--- src/logic/conduction_defs.svh ---
// register offsets, field positions, reset values and match counts
// Operation
// - output register has load-timing part and double-buffered port-output part
// - six lines; upper polarity from bit 12, lower polarity from bit 11
// - polarity bit 0 means low-active lines, 1 means high-active lines
// - wave select bits W=10, V=9, U=8; 0 fixed level, 1 pwm
// - level fields U 1:0, V 3:2, W 5:4; load timing in 7:6
// - load timing 00 async, 01 counter=1, 10 counter=period, 11 either
// - wave and level writes land in buffer, copied active at chosen moment
// - fixed-level phase holds static levels from its level field
// - high-active: fixed LL,LH,HL,HH; pwm PWM/PWM, L/PWM, PWM/L, PWM/PWM
// - low-active: fixed HH,HL,LH,LL; pwm PWM/PWM, H/PWM, PWM/H, PWM/PWM
// - V and W phases map like U with their own fields
// - run bit clear stops and clears counter, all lines high impedance
`ifndef CONDUCTION_DEFS_SVH
`define CONDUCTION_DEFS_SVH
`define OUT_CTRL_OFS 32'hffffc318
`define RUN_CTRL_OFS 32'hffffc340
`define ACT_STAT_OFS 32'hffffc344
`define UPOL_BIT 12
`define LPOL_BIT 11
`define SEL_LSB 8
`define TIMING_LSB 6
`define CODE_LSB 0
`define RUN_BIT 0
`define OUT_CTRL_RST 16'h0000
`define CNT_MATCH_ONE 1
`endif

--- src/logic/conduction_pkg.sv ---
// types shared by the conduction control files
`default_nettype none
package conduction_pkg;
    typedef enum logic [1:0] {
        load_async,
        load_at_one,
        load_at_period,
        load_at_both
    } load_mode_e;
endpackage
`default_nettype wire

--- src/logic/load_timing_select.sv ---
// picks the counter match that transfers the buffered phase settings
`include "conduction_defs.svh"
`default_nettype none
module load_timing_select #(
    parameter int CNT_W = 16
) (
    // timing choice
    input wire conduction_pkg::load_mode_e mode,
    // counter side
    input wire logic [CNT_W-1:0] pwm_counter_value,
    input wire logic [CNT_W-1:0] period_value,
    // transfer strobe
    output logic sync_load
);
    logic at_one;
    logic at_period;

    assign at_one = (pwm_counter_value == CNT_W'(`CNT_MATCH_ONE));
    assign at_period = (pwm_counter_value == period_value);

    always_comb begin
        case (mode)
            conduction_pkg::load_at_one: sync_load = at_one;
            conduction_pkg::load_at_period: sync_load = at_period;
            conduction_pkg::load_at_both: sync_load = at_one | at_period;
            default: sync_load = 1'b0;
        endcase
    end
endmodule
`default_nettype wire

--- src/logic/phase_output_map.sv ---
// one phase: level field and wave select to upper and lower line levels
`default_nettype none
module phase_output_map (
    // phase settings
    input wire logic wave_select,
    input wire logic [1:0] level_select,
    input wire logic upper_pol,
    input wire logic lower_pol,
    // pwm waveform of this phase
    input wire logic wave,
    // line levels
    output logic up_level,
    output logic lo_level
);
    logic up_active;
    logic lo_active;

    always_comb begin
        if (wave_select) begin
            up_active = (level_select == 2'h1) ? 1'b0 : wave;
            lo_active = (level_select == 2'h2) ? 1'b0 : ~wave;
        end else begin
            up_active = level_select[1];
            lo_active = level_select[0];
        end
    end

    // high-active passes the level, low-active inverts it
    assign up_level = upper_pol ? up_active : ~up_active;
    assign lo_level = lower_pol ? lo_active : ~lo_active;
endmodule
`default_nettype wire

--- src/logic/three_phase_conduction_control.sv ---
// conduction control: register port, buffered phase settings, six gate lines
//
// The plain strobed port was decided locally.
`include "conduction_defs.svh"
`default_nettype none
module three_phase_conduction_control #(
    parameter int ADDR_W = 32,
    parameter int DATA_W = 16,
    parameter int CNT_W = 16
) (
    // clock, reset, enable
    input wire logic sys_clk,
    input wire logic rstn,
    input wire logic clk_en,
    // register port
    input wire logic [ADDR_W-1:0] reg_addr,
    input wire logic [DATA_W-1:0] reg_wdata,
    input wire logic reg_wr,
    input wire logic reg_rd,
    output logic [DATA_W-1:0] reg_rdata,
    // pwm counter side
    input wire logic [CNT_W-1:0] pwm_counter_value,
    input wire logic [CNT_W-1:0] period_value,
    input wire logic [2:0] phase_wave,
    output logic counter_clear,
    // gate lines: [2:0] upper u,v,w; [5:3] lower u,v,w
    output logic [5:0] gate_out,
    output logic [5:0] gate_oe_n
);
    // ****************************************
    // parameter checks
    // ****************************************
    if (DATA_W != 16) begin : g_bad_data
        $error("data width must be 16");
    end
    if (ADDR_W != 32) begin : g_bad_addr
        $error("address width must be 32");
    end
    if (CNT_W < 2) begin : g_bad_cnt
        $error("counter width must be at least 2");
    end

    // ****************************************
    // address decode
    // ****************************************
    function automatic logic hit(input logic [ADDR_W-1:0] a, input logic [31:0] ofs);
        hit = (a == ofs);
    endfunction

    logic wr_out;
    logic wr_run;
    logic [DATA_W-1:0] next_rdata;

    always_comb begin
        wr_out = 1'b0;
        wr_run = 1'b0;
        if (hit(reg_addr, `OUT_CTRL_OFS)) begin
            wr_out = reg_wr;
        end else if (hit(reg_addr, `RUN_CTRL_OFS)) begin
            wr_run = reg_wr;
        end
    end

    // ****************************************
    // settings
    // ****************************************
    logic waveform_run;
    conduction_pkg::load_mode_e output_load_timing;
    logic upper_line_polarity;
    logic lower_line_polarity;
    logic [2:0] buf_wave_select;
    logic [5:0] buf_level_select;
    logic [2:0] act_wave_select;
    logic [5:0] act_level_select;
    logic sync_load;
    logic async_write;

    // run bit; software is expected to stop before touching polarity or timing
    always_ff @(posedge sys_clk or negedge rstn) begin
        if (!rstn) begin
            waveform_run <= 1'b0;
        end else if (clk_en && wr_run) begin
            waveform_run <= reg_wdata[`RUN_BIT];
        end
    end

    // load-timing part and polarity: single-buffered
    always_ff @(posedge sys_clk or negedge rstn) begin
        if (!rstn) begin
            output_load_timing <= conduction_pkg::load_async;
            upper_line_polarity <= 1'b0;
            lower_line_polarity <= 1'b0;
        end else if (clk_en && wr_out) begin
            output_load_timing <=
                conduction_pkg::load_mode_e'(reg_wdata[`TIMING_LSB +: 2]);
            upper_line_polarity <= reg_wdata[`UPOL_BIT];
            lower_line_polarity <= reg_wdata[`LPOL_BIT];
        end
    end

    // port-output part: write side of the double buffer
    always_ff @(posedge sys_clk or negedge rstn) begin
        if (!rstn) begin
            buf_wave_select <= 3'h0;
            buf_level_select <= 6'h00;
        end else if (clk_en && wr_out) begin
            buf_wave_select <= reg_wdata[`SEL_LSB +: 3];
            buf_level_select <= reg_wdata[`CODE_LSB +: 6];
        end
    end

    load_timing_select #(
        .CNT_W(CNT_W)
    ) u_timing (
        .mode(output_load_timing),
        .pwm_counter_value(pwm_counter_value),
        .period_value(period_value),
        .sync_load(sync_load)
    );

    assign async_write = wr_out && (output_load_timing == conduction_pkg::load_async);

    // active side: async takes the write itself, sync copies the buffer at a match
    always_ff @(posedge sys_clk or negedge rstn) begin
        if (!rstn) begin
            act_wave_select <= 3'h0;
            act_level_select <= 6'h00;
        end else if (clk_en) begin
            if (async_write) begin
                act_wave_select <= reg_wdata[`SEL_LSB +: 3];
                act_level_select <= reg_wdata[`CODE_LSB +: 6];
            end else if (sync_load) begin
                act_wave_select <= buf_wave_select;
                act_level_select <= buf_level_select;
            end
        end
    end

    // ****************************************
    // read port
    // ****************************************
    always_comb begin
        next_rdata = 16'h0000;
        if (hit(reg_addr, `OUT_CTRL_OFS)) begin
            next_rdata[`UPOL_BIT] = upper_line_polarity;
            next_rdata[`LPOL_BIT] = lower_line_polarity;
            next_rdata[`SEL_LSB +: 3] = buf_wave_select;
            next_rdata[`TIMING_LSB +: 2] = output_load_timing;
            next_rdata[`CODE_LSB +: 6] = buf_level_select;
        end else if (hit(reg_addr, `RUN_CTRL_OFS)) begin
            next_rdata[`RUN_BIT] = waveform_run;
        end else if (hit(reg_addr, `ACT_STAT_OFS)) begin
            next_rdata[`SEL_LSB +: 3] = act_wave_select;
            next_rdata[`CODE_LSB +: 6] = act_level_select;
        end
    end

    // read data stands only in the cycle after the strobe
    always_ff @(posedge sys_clk or negedge rstn) begin
        if (!rstn) begin
            reg_rdata <= 16'h0000;
        end else if (clk_en) begin
            reg_rdata <= reg_rd ? next_rdata : 16'h0000;
        end
    end

    // ****************************************
    // phase mapping
    // ****************************************
    logic [2:0] up_level;
    logic [2:0] lo_level;

    for (genvar p = 0; p < 3; p++) begin : g_phase
        phase_output_map u_map (
            .wave_select(act_wave_select[p]),
            .level_select(act_level_select[2*p +: 2]),
            .upper_pol(upper_line_polarity),
            .lower_pol(lower_line_polarity),
            .wave(phase_wave[p]),
            .up_level(up_level[p]),
            .lo_level(lo_level[p])
        );
    end

    // ****************************************
    // gate lines and counter control
    // ****************************************
    // stopped: lines released to high impedance, counter held cleared
    always_ff @(posedge sys_clk or negedge rstn) begin
        if (!rstn) begin
            gate_out <= 6'h00;
            gate_oe_n <= 6'h3f;
            counter_clear <= 1'b1;
        end else if (clk_en) begin
            counter_clear <= ~waveform_run;
            if (waveform_run) begin
                gate_out <= {lo_level, up_level};
                gate_oe_n <= 6'h00;
            end else begin
                gate_out <= 6'h00;
                gate_oe_n <= 6'h3f;
            end
        end
    end

    // ****************************************
    // checks
    // ****************************************
    property p_async_load;
        @(posedge sys_clk) disable iff (!rstn)
        (clk_en && async_write) |=> act_level_select == $past(reg_wdata[5:0]);
    endproperty
    a_async_load: assert property (p_async_load)
        else $error("async write did not reach active settings");

    property p_hold_between_loads;
        @(posedge sys_clk) disable iff (!rstn)
        (clk_en && !sync_load && !async_write) |=> $stable(act_wave_select)
            && $stable(act_level_select);
    endproperty
    a_hold_between_loads: assert property (p_hold_between_loads)
        else $error("active settings changed without a load");

    property p_load_at_one;
        @(posedge sys_clk) disable iff (!rstn)
        (clk_en && !wr_out && output_load_timing == conduction_pkg::load_at_one
            && pwm_counter_value == CNT_W'(1))
        |=> act_level_select == $past(buf_level_select)
            && act_wave_select == $past(buf_wave_select);
    endproperty
    a_load_at_one: assert property (p_load_at_one)
        else $error("buffer not transferred at counter one");

    property p_period_only;
        @(posedge sys_clk) disable iff (!rstn)
        (output_load_timing == conduction_pkg::load_at_period
            && pwm_counter_value != period_value) |-> !sync_load;
    endproperty
    a_period_only: assert property (p_period_only)
        else $error("transfer away from period match");

    property p_stopped_hiz;
        @(posedge sys_clk) disable iff (!rstn)
        (clk_en && !waveform_run) |=> gate_oe_n == 6'h3f && counter_clear;
    endproperty
    a_stopped_hiz: assert property (p_stopped_hiz)
        else $error("lines driven while stopped");

    property p_run_drives;
        @(posedge sys_clk) disable iff (!rstn)
        (clk_en && waveform_run) |=> gate_oe_n == 6'h00 && !counter_clear;
    endproperty
    a_run_drives: assert property (p_run_drives)
        else $error("lines not driven while running");

    property p_reserved_zero;
        @(posedge sys_clk) disable iff (!rstn)
        (clk_en && reg_rd && hit(reg_addr, `OUT_CTRL_OFS)) |=> reg_rdata[15:13] == 3'h0;
    endproperty
    a_reserved_zero: assert property (p_reserved_zero)
        else $error("reserved bits read nonzero");

    property p_fixed_upper_u;
        @(posedge sys_clk) disable iff (!rstn)
        (clk_en && waveform_run && !act_wave_select[0])
        |=> gate_out[0] == $past(act_level_select[1] ~^ upper_line_polarity);
    endproperty
    a_fixed_upper_u: assert property (p_fixed_upper_u)
        else $error("fixed upper u level wrong");

    property p_fixed_lower_w;
        @(posedge sys_clk) disable iff (!rstn)
        (clk_en && waveform_run && !act_wave_select[2])
        |=> gate_out[5] == $past(act_level_select[4] ~^ lower_line_polarity);
    endproperty
    a_fixed_lower_w: assert property (p_fixed_lower_w)
        else $error("fixed lower w level wrong");

    property p_pwm_upper_off;
        @(posedge sys_clk) disable iff (!rstn)
        (clk_en && waveform_run && act_wave_select[1] && act_level_select[3:2] == 2'h1)
        |=> gate_out[1] == $past(~upper_line_polarity);
    endproperty
    a_pwm_upper_off: assert property (p_pwm_upper_off)
        else $error("upper v not inactive for code 01");

    property p_pwm_complement;
        @(posedge sys_clk) disable iff (!rstn)
        (clk_en && waveform_run && act_wave_select[0] && act_level_select[1:0] == 2'h0
            && upper_line_polarity && lower_line_polarity)
        |=> gate_out[3] == ~gate_out[0];
    endproperty
    a_pwm_complement: assert property (p_pwm_complement)
        else $error("lower u not complementary to upper u");

    property p_polarity_stored;
        @(posedge sys_clk) disable iff (!rstn)
        (clk_en && wr_out) |=> upper_line_polarity == $past(reg_wdata[12])
            && lower_line_polarity == $past(reg_wdata[11]);
    endproperty
    a_polarity_stored: assert property (p_polarity_stored)
        else $error("polarity bits not stored");

    property p_run_readback;
        @(posedge sys_clk) disable iff (!rstn)
        (clk_en && reg_rd && hit(reg_addr, `RUN_CTRL_OFS) && !wr_run)
        |=> reg_rdata == {15'h0000, $past(waveform_run)} ##1 !$past(clk_en)
            || reg_rdata == 16'h0000 || $past(reg_rd);
    endproperty
    a_run_readback: assert property (p_run_readback)
        else $error("run bit readback wrong");

    property p_lines_low_stopped;
        @(posedge sys_clk) disable iff (!rstn)
        (clk_en && !waveform_run) |=> gate_out == 6'h00;
    endproperty
    a_lines_low_stopped: assert property (p_lines_low_stopped)
        else $error("line levels not cleared while stopped");

    property p_buffer_written;
        @(posedge sys_clk) disable iff (!rstn)
        (clk_en && wr_out) |=> buf_wave_select == $past(reg_wdata[10:8])
            && buf_level_select == $past(reg_wdata[5:0]);
    endproperty
    a_buffer_written: assert property (p_buffer_written)
        else $error("write did not land in the buffer");

    property p_timing_stored;
        @(posedge sys_clk) disable iff (!rstn)
        (clk_en && wr_out) |=> output_load_timing == $past(reg_wdata[7:6]);
    endproperty
    a_timing_stored: assert property (p_timing_stored)
        else $error("load timing field not stored");

    property p_pwm_lower_off;
        @(posedge sys_clk) disable iff (!rstn)
        (clk_en && waveform_run && act_wave_select[2] && act_level_select[5:4] == 2'h2)
        |=> gate_out[5] == $past(~lower_line_polarity);
    endproperty
    a_pwm_lower_off: assert property (p_pwm_lower_off)
        else $error("lower w not inactive for code 10");

    property p_pwm_upper_follows;
        @(posedge sys_clk) disable iff (!rstn)
        (clk_en && waveform_run && act_wave_select[2] && act_level_select[5:4] != 2'h1)
        |=> gate_out[2] == $past(phase_wave[2] ~^ upper_line_polarity);
    endproperty
    a_pwm_upper_follows: assert property (p_pwm_upper_follows)
        else $error("upper w does not follow the waveform");

    property p_pwm_lower_follows;
        @(posedge sys_clk) disable iff (!rstn)
        (clk_en && waveform_run && act_wave_select[0] && act_level_select[1:0] != 2'h2)
        |=> gate_out[3] == $past(~phase_wave[0] ~^ lower_line_polarity);
    endproperty
    a_pwm_lower_follows: assert property (p_pwm_lower_follows)
        else $error("lower u does not follow the inverted waveform");
endmodule
`default_nettype wire

--- config.mk ---
export PLATFORM = sky130hd
export DESIGN_NAME = three_phase_conduction_control
export DESIGN_NICKNAME = d
export VERILOG_FILES = /design/src/logic/conduction_pkg.sv /design/src/logic/load_timing_select.sv /design/src/logic/phase_output_map.sv /design/src/logic/three_phase_conduction_control.sv
export VERILOG_INCLUDE_DIRS = /design/src /design/src/logic
export SDC_FILE = /design/constraint.sdc
export NUM_CORES = 1
export LEC_CHECK = 0
export ABC_CLOCK_PERIOD_IN_PS = 1800
export BUFFER_PORTS_ARGS = -buffer_cell sky130_fd_sc_hd__buf_2
export CORE_UTILIZATION = 46
export CTS_BUF_LIST = sky130_fd_sc_hd__clkbuf_16
export DETAILED_ROUTE_END_ITERATION = 12
export PLACE_DENSITY = 0.85
export SLEW_MARGIN = 15
export SYNTH_ARGS = -nofsm -noshare
export SYNTH_HDL_FRONTEND = slang
export SYNTH_SLANG_ARGS = --single-unit
--- constraint.sdc ---
create_clock -name sys_clk -period 1.8 [get_ports sys_clk]
set_input_delay 0.36 -clock sys_clk [delete_from_list [all_inputs] [get_ports sys_clk]]
set_output_delay 0.36 -clock sys_clk [all_outputs]
set_load 0.1 [all_outputs]
# --- Word level (Yosys, flattened, before mapping) ---
# Index checks and enable logic that the tools add are counted.
classes:
  n_mux: 38
  n_reduce_logical: 6
  n_eq_ne: 14
  bitwise: 11
ops:
  columns: ["op", "count"]
  rows:
  - ["$eq A32 B32 Y1 const B", 3]
  - ["$mux W6", 6]
  - ["$mux W1", 22]
  - ["$eq A16 B1 Y1 const B", 1]
  - ["$eq A16 B16 Y1", 1]
  - ["$mux W3", 5]
  - ["$mux W13", 1]
  - ["$eq A2 B2 Y1 const B", 5]
  - ["$not A1 Y1", 10]
  - ["$eq A2 B1 Y1 const B", 4]
  - ["$mux W5", 1]
  - ["$mux W2", 2]
  - ["$logic_and A1 B1 Y1", 3]
  - ["$pmux W1 S3", 1]
  - ["$logic_not A2 Y1", 1]
  - ["$reduce_and A2 Y1", 1]
  - ["$reduce_bool A2 Y1", 1]
  - ["$or A1 B1 Y1", 1]
totals:
  in_bits: 88
  word_cells: 81
  register_bits: 52
  output_inout_bits: 29

# --- Logic depth before layout (Yosys ltp) ---
# Gate-level depths: netlist (run 1).
logic_depth:
  word_depth: 6
  ltp_mapped: 7
  ltp_nobuf: 6

# --- Modules after synthesis ---
# Synthesis (run 1) repeated with hierarchy kept, for this count alone.
hier_totals:
  cells_unflattened: 229
  area_unflattened_um2: 2498.6
modules_own_cells:
  columns: ["mod", "seq_area_each_um2", "cells_per_inst", "instances", "area_per_inst_um2"]
  rows:
  - ["three_phase_conduction_control", 1077.3, 177, 1, 2097.0]
  - ["load_timing_select", 0.0, 28, 1, 225.2]
  - ["phase_output_map", 0.0, 8, 3, 58.8]

# --- Worst setup path before layout (run 1) ---
# OpenSTA, ideal clock, no wires.
synth_timing:
  path_kind: "input -> register"
  from: "in reg_addr[1]"
  to: "reg waveform_run"
  t_required_ns: 1.675
  setup_ns: 0.125
  n_path_buf: 0
  path_slack_ns: -0.053
  path_stages: 4
  arrival_time_ns: 1.729
  path_cell_list: "or4_4 -> or3_4 -> nor2_1 -> mux2_2"
synth_between:
  elab_chain_len: 4
  word_cells_on_any_way: 5
  classes_between: "2 x eq/ne; 2 x mux; 1 x reduce/logical"
synth_lines:
  columns: ["item", "line", "text"]
  rows:
  - ["start: declaration", "three_phase_conduction_control.sv:16", "input wire logic [ADDR_W-1:0] reg_addr,"]
  - ["$eq A32 B32 Y1", "three_phase_conduction_control.sv:47", "hit = (a == ofs);"]
  - ["$mux W1", "three_phase_conduction_control.sv:59", "end else if (hit(reg_addr, `RUN_CTRL_OFS)) begin"]
  - ["$mux W1 *", "three_phase_conduction_control.sv:57", "if (hit(reg_addr, `OUT_CTRL_OFS)) begin"]
  - ["$logic_and A1 B1 Y1 *", "three_phase_conduction_control.sv:82", "end else if (clk_en && wr_run) begin"]
  - ["end signal: assignment", "three_phase_conduction_control.sv:83", "waveform_run <= reg_wdata[`RUN_BIT];"]
  - ["end: declaration", "three_phase_conduction_control.sv:67", "logic waveform_run;"]
# Mark *: on every way between the ends. The rest lies on a longest branch, timed or not.
# A chain may end at the register's enable or synchronous reset.

# --- Final worst setup path (run 1) ---
layout_timing:
  from: "in reg_addr[13]"
  to: "reg reg_rdata[10]"
layout_between:
  elab_chain_len: 5
  word_cells_on_any_way: 7
  classes_between: "3 x eq/ne; 4 x mux"
layout_lines:
  columns: ["item", "line", "text"]
  rows:
  - ["$eq A32 B32 Y1", "three_phase_conduction_control.sv:47", null]
  - ["$mux W3", "three_phase_conduction_control.sv:152", "end else if (hit(reg_addr, `ACT_STAT_OFS)) begin"]
  - ["$mux W3", "three_phase_conduction_control.sv:150", "end else if (hit(reg_addr, `RUN_CTRL_OFS)) begin"]
  - ["$mux W3 *", "three_phase_conduction_control.sv:144", "if (hit(reg_addr, `OUT_CTRL_OFS)) begin"]
  - ["$mux W13 *", "three_phase_conduction_control.sv:163", "reg_rdata <= reg_rd ? next_rdata : 16'h0000;"]
  - ["end signal: assignment", "three_phase_conduction_control.sv:163", null]
  - ["end: declaration", "three_phase_conduction_control.sv:20", "output logic [DATA_W-1:0] reg_rdata,"]
# Marks and branches as above.

==> results.ini, run 1 <==
[route]
drt_iter0_drc=86
wire_per_inst_microns=13.9
route.vias.total=2195
first_pass_iters=4
ant_nets=0
post-route-drc-count=0
drt-total-wl_mm=5.83
viasPerCell=5.23

[cells_and_area]
num-fill-cells=406
diodes=0
layout-drive-gt1-share_pct=43.3
area_growth_pct=36.0
final_nets=440
multi_input_area_sq_um=1080
layoutNonFillerInstCount=420
regArea_sq_um=1080

[flow_run]
maxCapViolCount=0

[min_path]
hp-class=input pin to asynchronous set/reset pin

[yosys]
synth_top_cell_area_share_pct=44.6
synthSimpleGateAreaFrac_pct=13.3
syn_area_sq_um=2360
synth_common_cells=dfrtp_1, inv_1, xor2_1, o21ai_0, mux2_2
synth_most_common_cell=dfrtp_1
ys_seq_area_share_pct=45.7
synthTopCellsByArea=dfrtp_1, xor2_1, mux2_2
synth-compound-area-share_pct=16.3
synth_edf_count=0
muxShareOfSynthArea_pct=7.70
synth_fa_ha_area_share_pct=0
synth-seq-cells=43
synth.distinct_cells=38
yosys.area_share.xor_xnor_pct=8.18
synthCells=234
ys_warn_count=0
synth_top_family_by_area=compound AO/OA/AOI/OAI gates
ys_async_sr_fraction_pct=100
syn_avg_cell_area_sq_um=10.1
synth_top_cell_by_area=dfrtp_1
synth_flop_cell=dfrtp_1

[pwr]
p_per_area_nw_per_um2=687
p_leak_nw=1.60
ir_drop_mv=0.463

[clock_network]
worstSkewPairLatency_ns=0.28
cts-root-buf=clkbuf_16
cts_tree=yes
cts_resized=0
cts.path.max_buffers=2
h-tree-depth=2
cts_setup_buffers=0
cts_hold_buf=0
cts_buffers=5
cts.clk_slew.worst_paths_ns=0.06
clock_sinks=43

[placement]
portBuffers=110
placedCellCount=412
dp_hpwl_mm=4.58
gp_congestion=0.840

[worst_setup_path]
crit_type=input pin to flip-flop
crit_end=reg_rdata[10]
ff2ff_path_depth=4
startpoint=reg_addr[13]
regToRegEndpoint=act_level_select[2]
cp_max_fo=6
cp.arrival_ns=1.87
critPathSlowestCell=or3_4
end_kind=flip-flop
critPathRequiredTime_ns=2.00
slowest_delay_ns=0.45
r2r_slack_ns=0.32
timing.rr.start=output_load_timing[1]
cp-start-kind=input pin
cp_cell_sequence=buf_2, nor4bb_1, nand4_1, or3_4, nor3_4, buf_4, a22oi_1, o21ai_0

[timing]
hold_ws_ns=0.0184
max_freq_ghz=0.601
slew_violations=0
fin_skew_ns=0.00430
period_minus_slack_ns=1.67
period_share_pct=92.5
rsz0062_at_grt=false
finalHoldViolCount=0
setup_violations=0

[floorplanning]
pin_count=117
num_rows=25
die-height_microns=73.6
core_sq_um=4820
initial_core_util_pct=48.9
die-width_microns=73.6
die-area_sq_um=5410

[grt]
gr-total-overflow=0
grt_max_degree=26
grt_util_all_layers_pct=23.2
grt_pass1_wl_mm=9.49
antenna_found_initial=0
grt_pass1_vias=2184

[status]
outcome=finished clean

where the power goes:
group	total, W	leakage (nW)	internal (W)	switching (W)
Sequential	0.000967	0.598	0.000967	0.00000000000434
Clock	0.00101	0.0812	0.000647	0.000361
Combinational	0.000226	0.924	0.000103	0.000123
kinds of logic after synthesis:
family / count (synthesis)
flip-flops: 43
AO/OA/AOI/OAI: 59
XOR/XNOR: 22
AND/OR/NAND/NOR: 51
other: 1
multiplexers: 16
buffers and inverters: 42
how the worst min path moves through the flow:
stage	end	from	depth (start not counted)	slack, ns
after floorplan	act_level_select[0]	rstn	0	0.06
after global placement	reg_rdata[12]	rstn	1	0.32
after detailed placement	reg_rdata[12]	rstn	1	0.34
after CTS	buf_wave_select[2]	rstn	1	0.03
after global routing	reg_rdata[9]	rstn	1	0.06
final	act_level_select[3]	rstn	1	0.02
routing by layer:
metal	up-vias	wire, microns	GRT usage (%)
li1	1061	-	-
met5	-	0	0
met4	0	143	10.7
met2	74	2990	39.1
met3	13	290	5.49
met1	1047	2410	27.9
sequential cells by signal (all words and copies together), names as in the netlist, 2 cells and up:
| signal | flops |
|---|---|
| act_level_select | 6 |
| act_wave_select | 3 |
| buf_level_select | 6 |
| buf_wave_select | 3 |
| gate_out | 6 |
| output_load_timing | 2 |
| reg_rdata | 13 |
worst max-delay path, delay by kind of cell:
kind,cells,cell delay (ns)
simple gates,4,1.06
compound gates,2,0.15
buf+inv,2,0.28
area by class of cell:
cell class | instances | share of cell area, %
Clock buffer | 5 | 3.91
Tap cell | 67 | 2.62
Timing Repair Buffer | 124 | 21.6
Multi-Input combinational cell | 151 | 33.8
Sequential cell | 43 | 33.6
Inverter | 27 | 3.16
Clock inverter | 3 | 1.21
per-stage QoR:
step | TNS, ns | setup slack, ns | power, W | area (sq um) | util [%]
after floorplan | 0 | 0.000338 | 0.00106 | 2360 | -
after global placement | -3.24 | -0.138 | 0.00120 | 3040 | 63.1
after detailed placement | -3.94 | -0.148 | 0.00121 | 3040 | 63.1
after CTS | 0 | 0.138 | 0.00221 | 3200 | 66.5
after global routing | 0 | 0.0221 | 0.00226 | 3200 | 66.5
final | 0 | 0.135 | 0.00220 | 3200 | 66.5
cell usage in the layout, fill, tap and decap left out, types with 2 or more instances in the layout:
cell type  instances
a21oi_1            7
a22oi_1            8
and3_1             2
buf_12             3
buf_2            110
buf_4             11
clkbuf_16          5
conb_1             3
dfrtp_1           42
inv_1             27
mux2_2            13
mux2i_1            2
nand2_1            7
nand3_1            5
nand4_1            9
nor2_1             8
nor3_1             3
nor4_1             6
o21a_1             9
o21ai_0           17
o22a_1            10
o22ai_1            7
xnor2_1            4
xor2_1            18
No activity file was read; power rests on OpenSTA's default activity.
==> run 2, diff against run 1 <==
--- a/config.mk
+++ b/config.mk
@@ -8,6 +8,7 @@
 export LEC_CHECK = 0
 export ABC_CLOCK_PERIOD_IN_PS = 1800
 export BUFFER_PORTS_ARGS = -buffer_cell sky130_fd_sc_hd__buf_2
+export CORE_ASPECT_RATIO = 0.5
 export CORE_UTILIZATION = 46
 export CTS_BUF_LIST = sky130_fd_sc_hd__clkbuf_16
 export DETAILED_ROUTE_END_ITERATION = 12
==> results.ini, run 2 (synthesis gave the netlist of run 1 again) <==
[floorplanning]
die-height_microns=52.6  ; -28%
pin_count=117  ; unchanged
num_rows=17  ; -32%
die-width_microns=103  ; +40%
initial_core_util_pct=50.6  ; +1.7 points
core_sq_um=4660  ; -3.3%
die-area_sq_um=5430  ; +0.32%

[cells_and_area]
num-fill-cells=339  ; -17%
regArea_sq_um=1080  ; unchanged
diodes=0  ; unchanged
multi_input_area_sq_um=1100  ; +1.2%
top_register=reg_rdata
final_common_cell=buf_2
final_cell_mix=buf_2, dfrtp_1, inv_1
area_growth_pct=34.4
layout-drive-gt1-share_pct=43.3  ; unchanged
final_nets=440  ; unchanged
largest_register_ffs=13  ; unchanged
layoutNonFillerInstCount=419  ; -0.24%

[grt]
grt_pass1_vias=2256  ; +3.3%
grt_util_all_layers_pct=25.1  ; +2.0 points
gr-total-overflow=0  ; unchanged
grt_max_degree=44  ; +69%
grt_pass1_wl_mm=10.1  ; +6.2%
antenna_found_initial=0  ; unchanged

[clock_network]
cts.path.max_buffers=2  ; unchanged
h-tree-depth=2  ; unchanged
cts-root-buf=clkbuf_16
worstSkewPairLatency_ns=0.28  ; about the same
cts_hold_buf=0  ; unchanged
clock_sinks=43  ; unchanged
cts.clk_slew.worst_paths_ns=0.06  ; about the same
cts_tree=yes
cts_buffers=5  ; unchanged

[worst_setup_path]
timing.rr.start=output_load_timing[1]
worst-path-buf-inv=2  ; unchanged
critPathRequiredTime_ns=1.97  ; -0.03 ns
cp.arrival_ns=1.94  ; +0.07 ns
regToRegEndpoint=act_level_select[0]
ff2ff_path_depth=4  ; unchanged
cp_cell_sequence=buf_2, nor4bb_2, nand4_1, buf_4, or3_4, nor2_1, mux2_2
cp_max_fo=3  ; -3
crit_family=simple AND/OR/NAND/NOR gates
critPathSlowestCell=or3_4
cp-start-kind=input pin
r2r_slack_ns=0.18  ; -0.14 ns
end_kind=flip-flop
slowest_delay_ns=0.40  ; -0.05 ns
crit_type=input pin to flip-flop

[timing]
max_freq_ghz=0.563  ; -6.3%
fin_ws_ns=0.0223  ; -0.113 ns
setup_violations=0  ; unchanged
fin_skew_ns=0.00417  ; -0.000133 ns
slew_violations=0  ; unchanged
hold_ws_ns=0.138  ; +0.120 ns
finalHoldViolCount=0  ; unchanged
period_share_pct=98.8  ; +6.3 points
tightest_slew_ns=0.528
slew_headroom_pct=64.8
period_minus_slack_ns=1.78  ; +0.113 ns

[route]
post-route-drc-count=0  ; unchanged
route.vias.total=2305  ; +5.0%
ant_nets=0  ; unchanged
wire_per_inst_microns=15.5  ; +12%
drt-total-wl_mm=6.50  ; +11%
drt_iter0_drc=118  ; +37%
viasPerCell=5.50  ; +5.3%
first_pass_iters=5  ; +1

[pwr]
ir_drop_mv=0.391  ; -15%
p_leak_nw=1.60  ; about the same
p_per_area_nw_per_um2=642  ; -6.6%

[placement]
dp_slack_ns=-0.283  ; -0.134 ns
portBuffers=110  ; unchanged
dp_hpwl_mm=4.82  ; +5.4%
gp_congestion=0.901  ; +7.3%
placedCellCount=410  ; -0.49%

[flow_run]
maxCapViolCount=0  ; unchanged

[status]
outcome=finished clean

[min_path]
hp-class=input pin to asynchronous set/reset pin

## run 2: worst max-delay path by stage
stage / from / endpoint / slack (ns) / cells past startpoint
CTS: reg_addr[13] / upper_line_polarity / 0.005 / 7
detailed placement: reg_addr[13] / upper_line_polarity / -0.28 / 7
global placement: reg_addr[1] / waveform_run / -0.13 / 5
global route: reg_addr[13] / reg_rdata[5] / -0.05 / 9
floorplan: reg_addr[1] / waveform_run / 0.0003 / 4
finish: reg_addr[13] / waveform_run / 0.02 / 7
## run 2: power by group
group          leakage, nW     switching [W]  internal (W)  total (W)
Sequential           0.598  0.00000000000448      0.000967   0.000967
Combinational        0.928          0.000123     0.0000981   0.000221
Clock               0.0762          0.000344      0.000501   0.000845
Total                 1.60          0.000467       0.00157    0.00203
## run 2: what timing repair did
| action | 4_1_cts | 5_1_grt |
|---|---|---|
| setup buffers | 0 | 1 |
| setup endpoints to repair | 0 | 35 |
| gates resized for setup | 0 | 3 |
## run 2: layout make-up
type	instances	area share, %
Tap cell	66	2.61
Clock inverter	3	0.395
Timing Repair Buffer	124	21.2
Inverter	27	3.20
Clock buffer	5	3.95
Sequential cell	43	34.0
Multi-Input combinational cell	151	34.6
## run 2: routing by layer
| metal | track usage (%) | share of wire, % | vias up | routed length (microns) |
|---|---|---|---|---|
| met3 | 6.00 | 8.0 | 28 | 518 |
| met4 | 13.6 | 4.0 | 0 | 257 |
| met5 | 0 | 0 | - | 0 |
| met2 | 46.2 | 50 | 133 | 3250 |
| li1 | - | - | 1060 | - |
| met1 | 27.3 | 38 | 1084 | 2480 |
## run 2: worst reg2reg max path, delay by kind of cell, from the launching register on
family	cells	cell delay, ns
compound gates	2	0.69
flops	1	0.44
simple gates	2	0.38
## run 2: stage by stage
| step | total power, W | setup TNS, ns | util [%] | cell area, sq um |
|---|---|---|---|---|
| after floorplan | 0.00106 | 0 | - | 2360 |
| after global placement | 0.00119 | -2.77 | 64.5 | 3010 |
| final | 0.00203 | 0 | 68.0 | 3170 |
| after global routing | 0.00211 | -0.258 | 68.0 | 3170 |
| after detailed placement | 0.00120 | -7.77 | 64.5 | 3010 |
| after CTS | 0.00203 | 0 | 67.5 | 3140 |
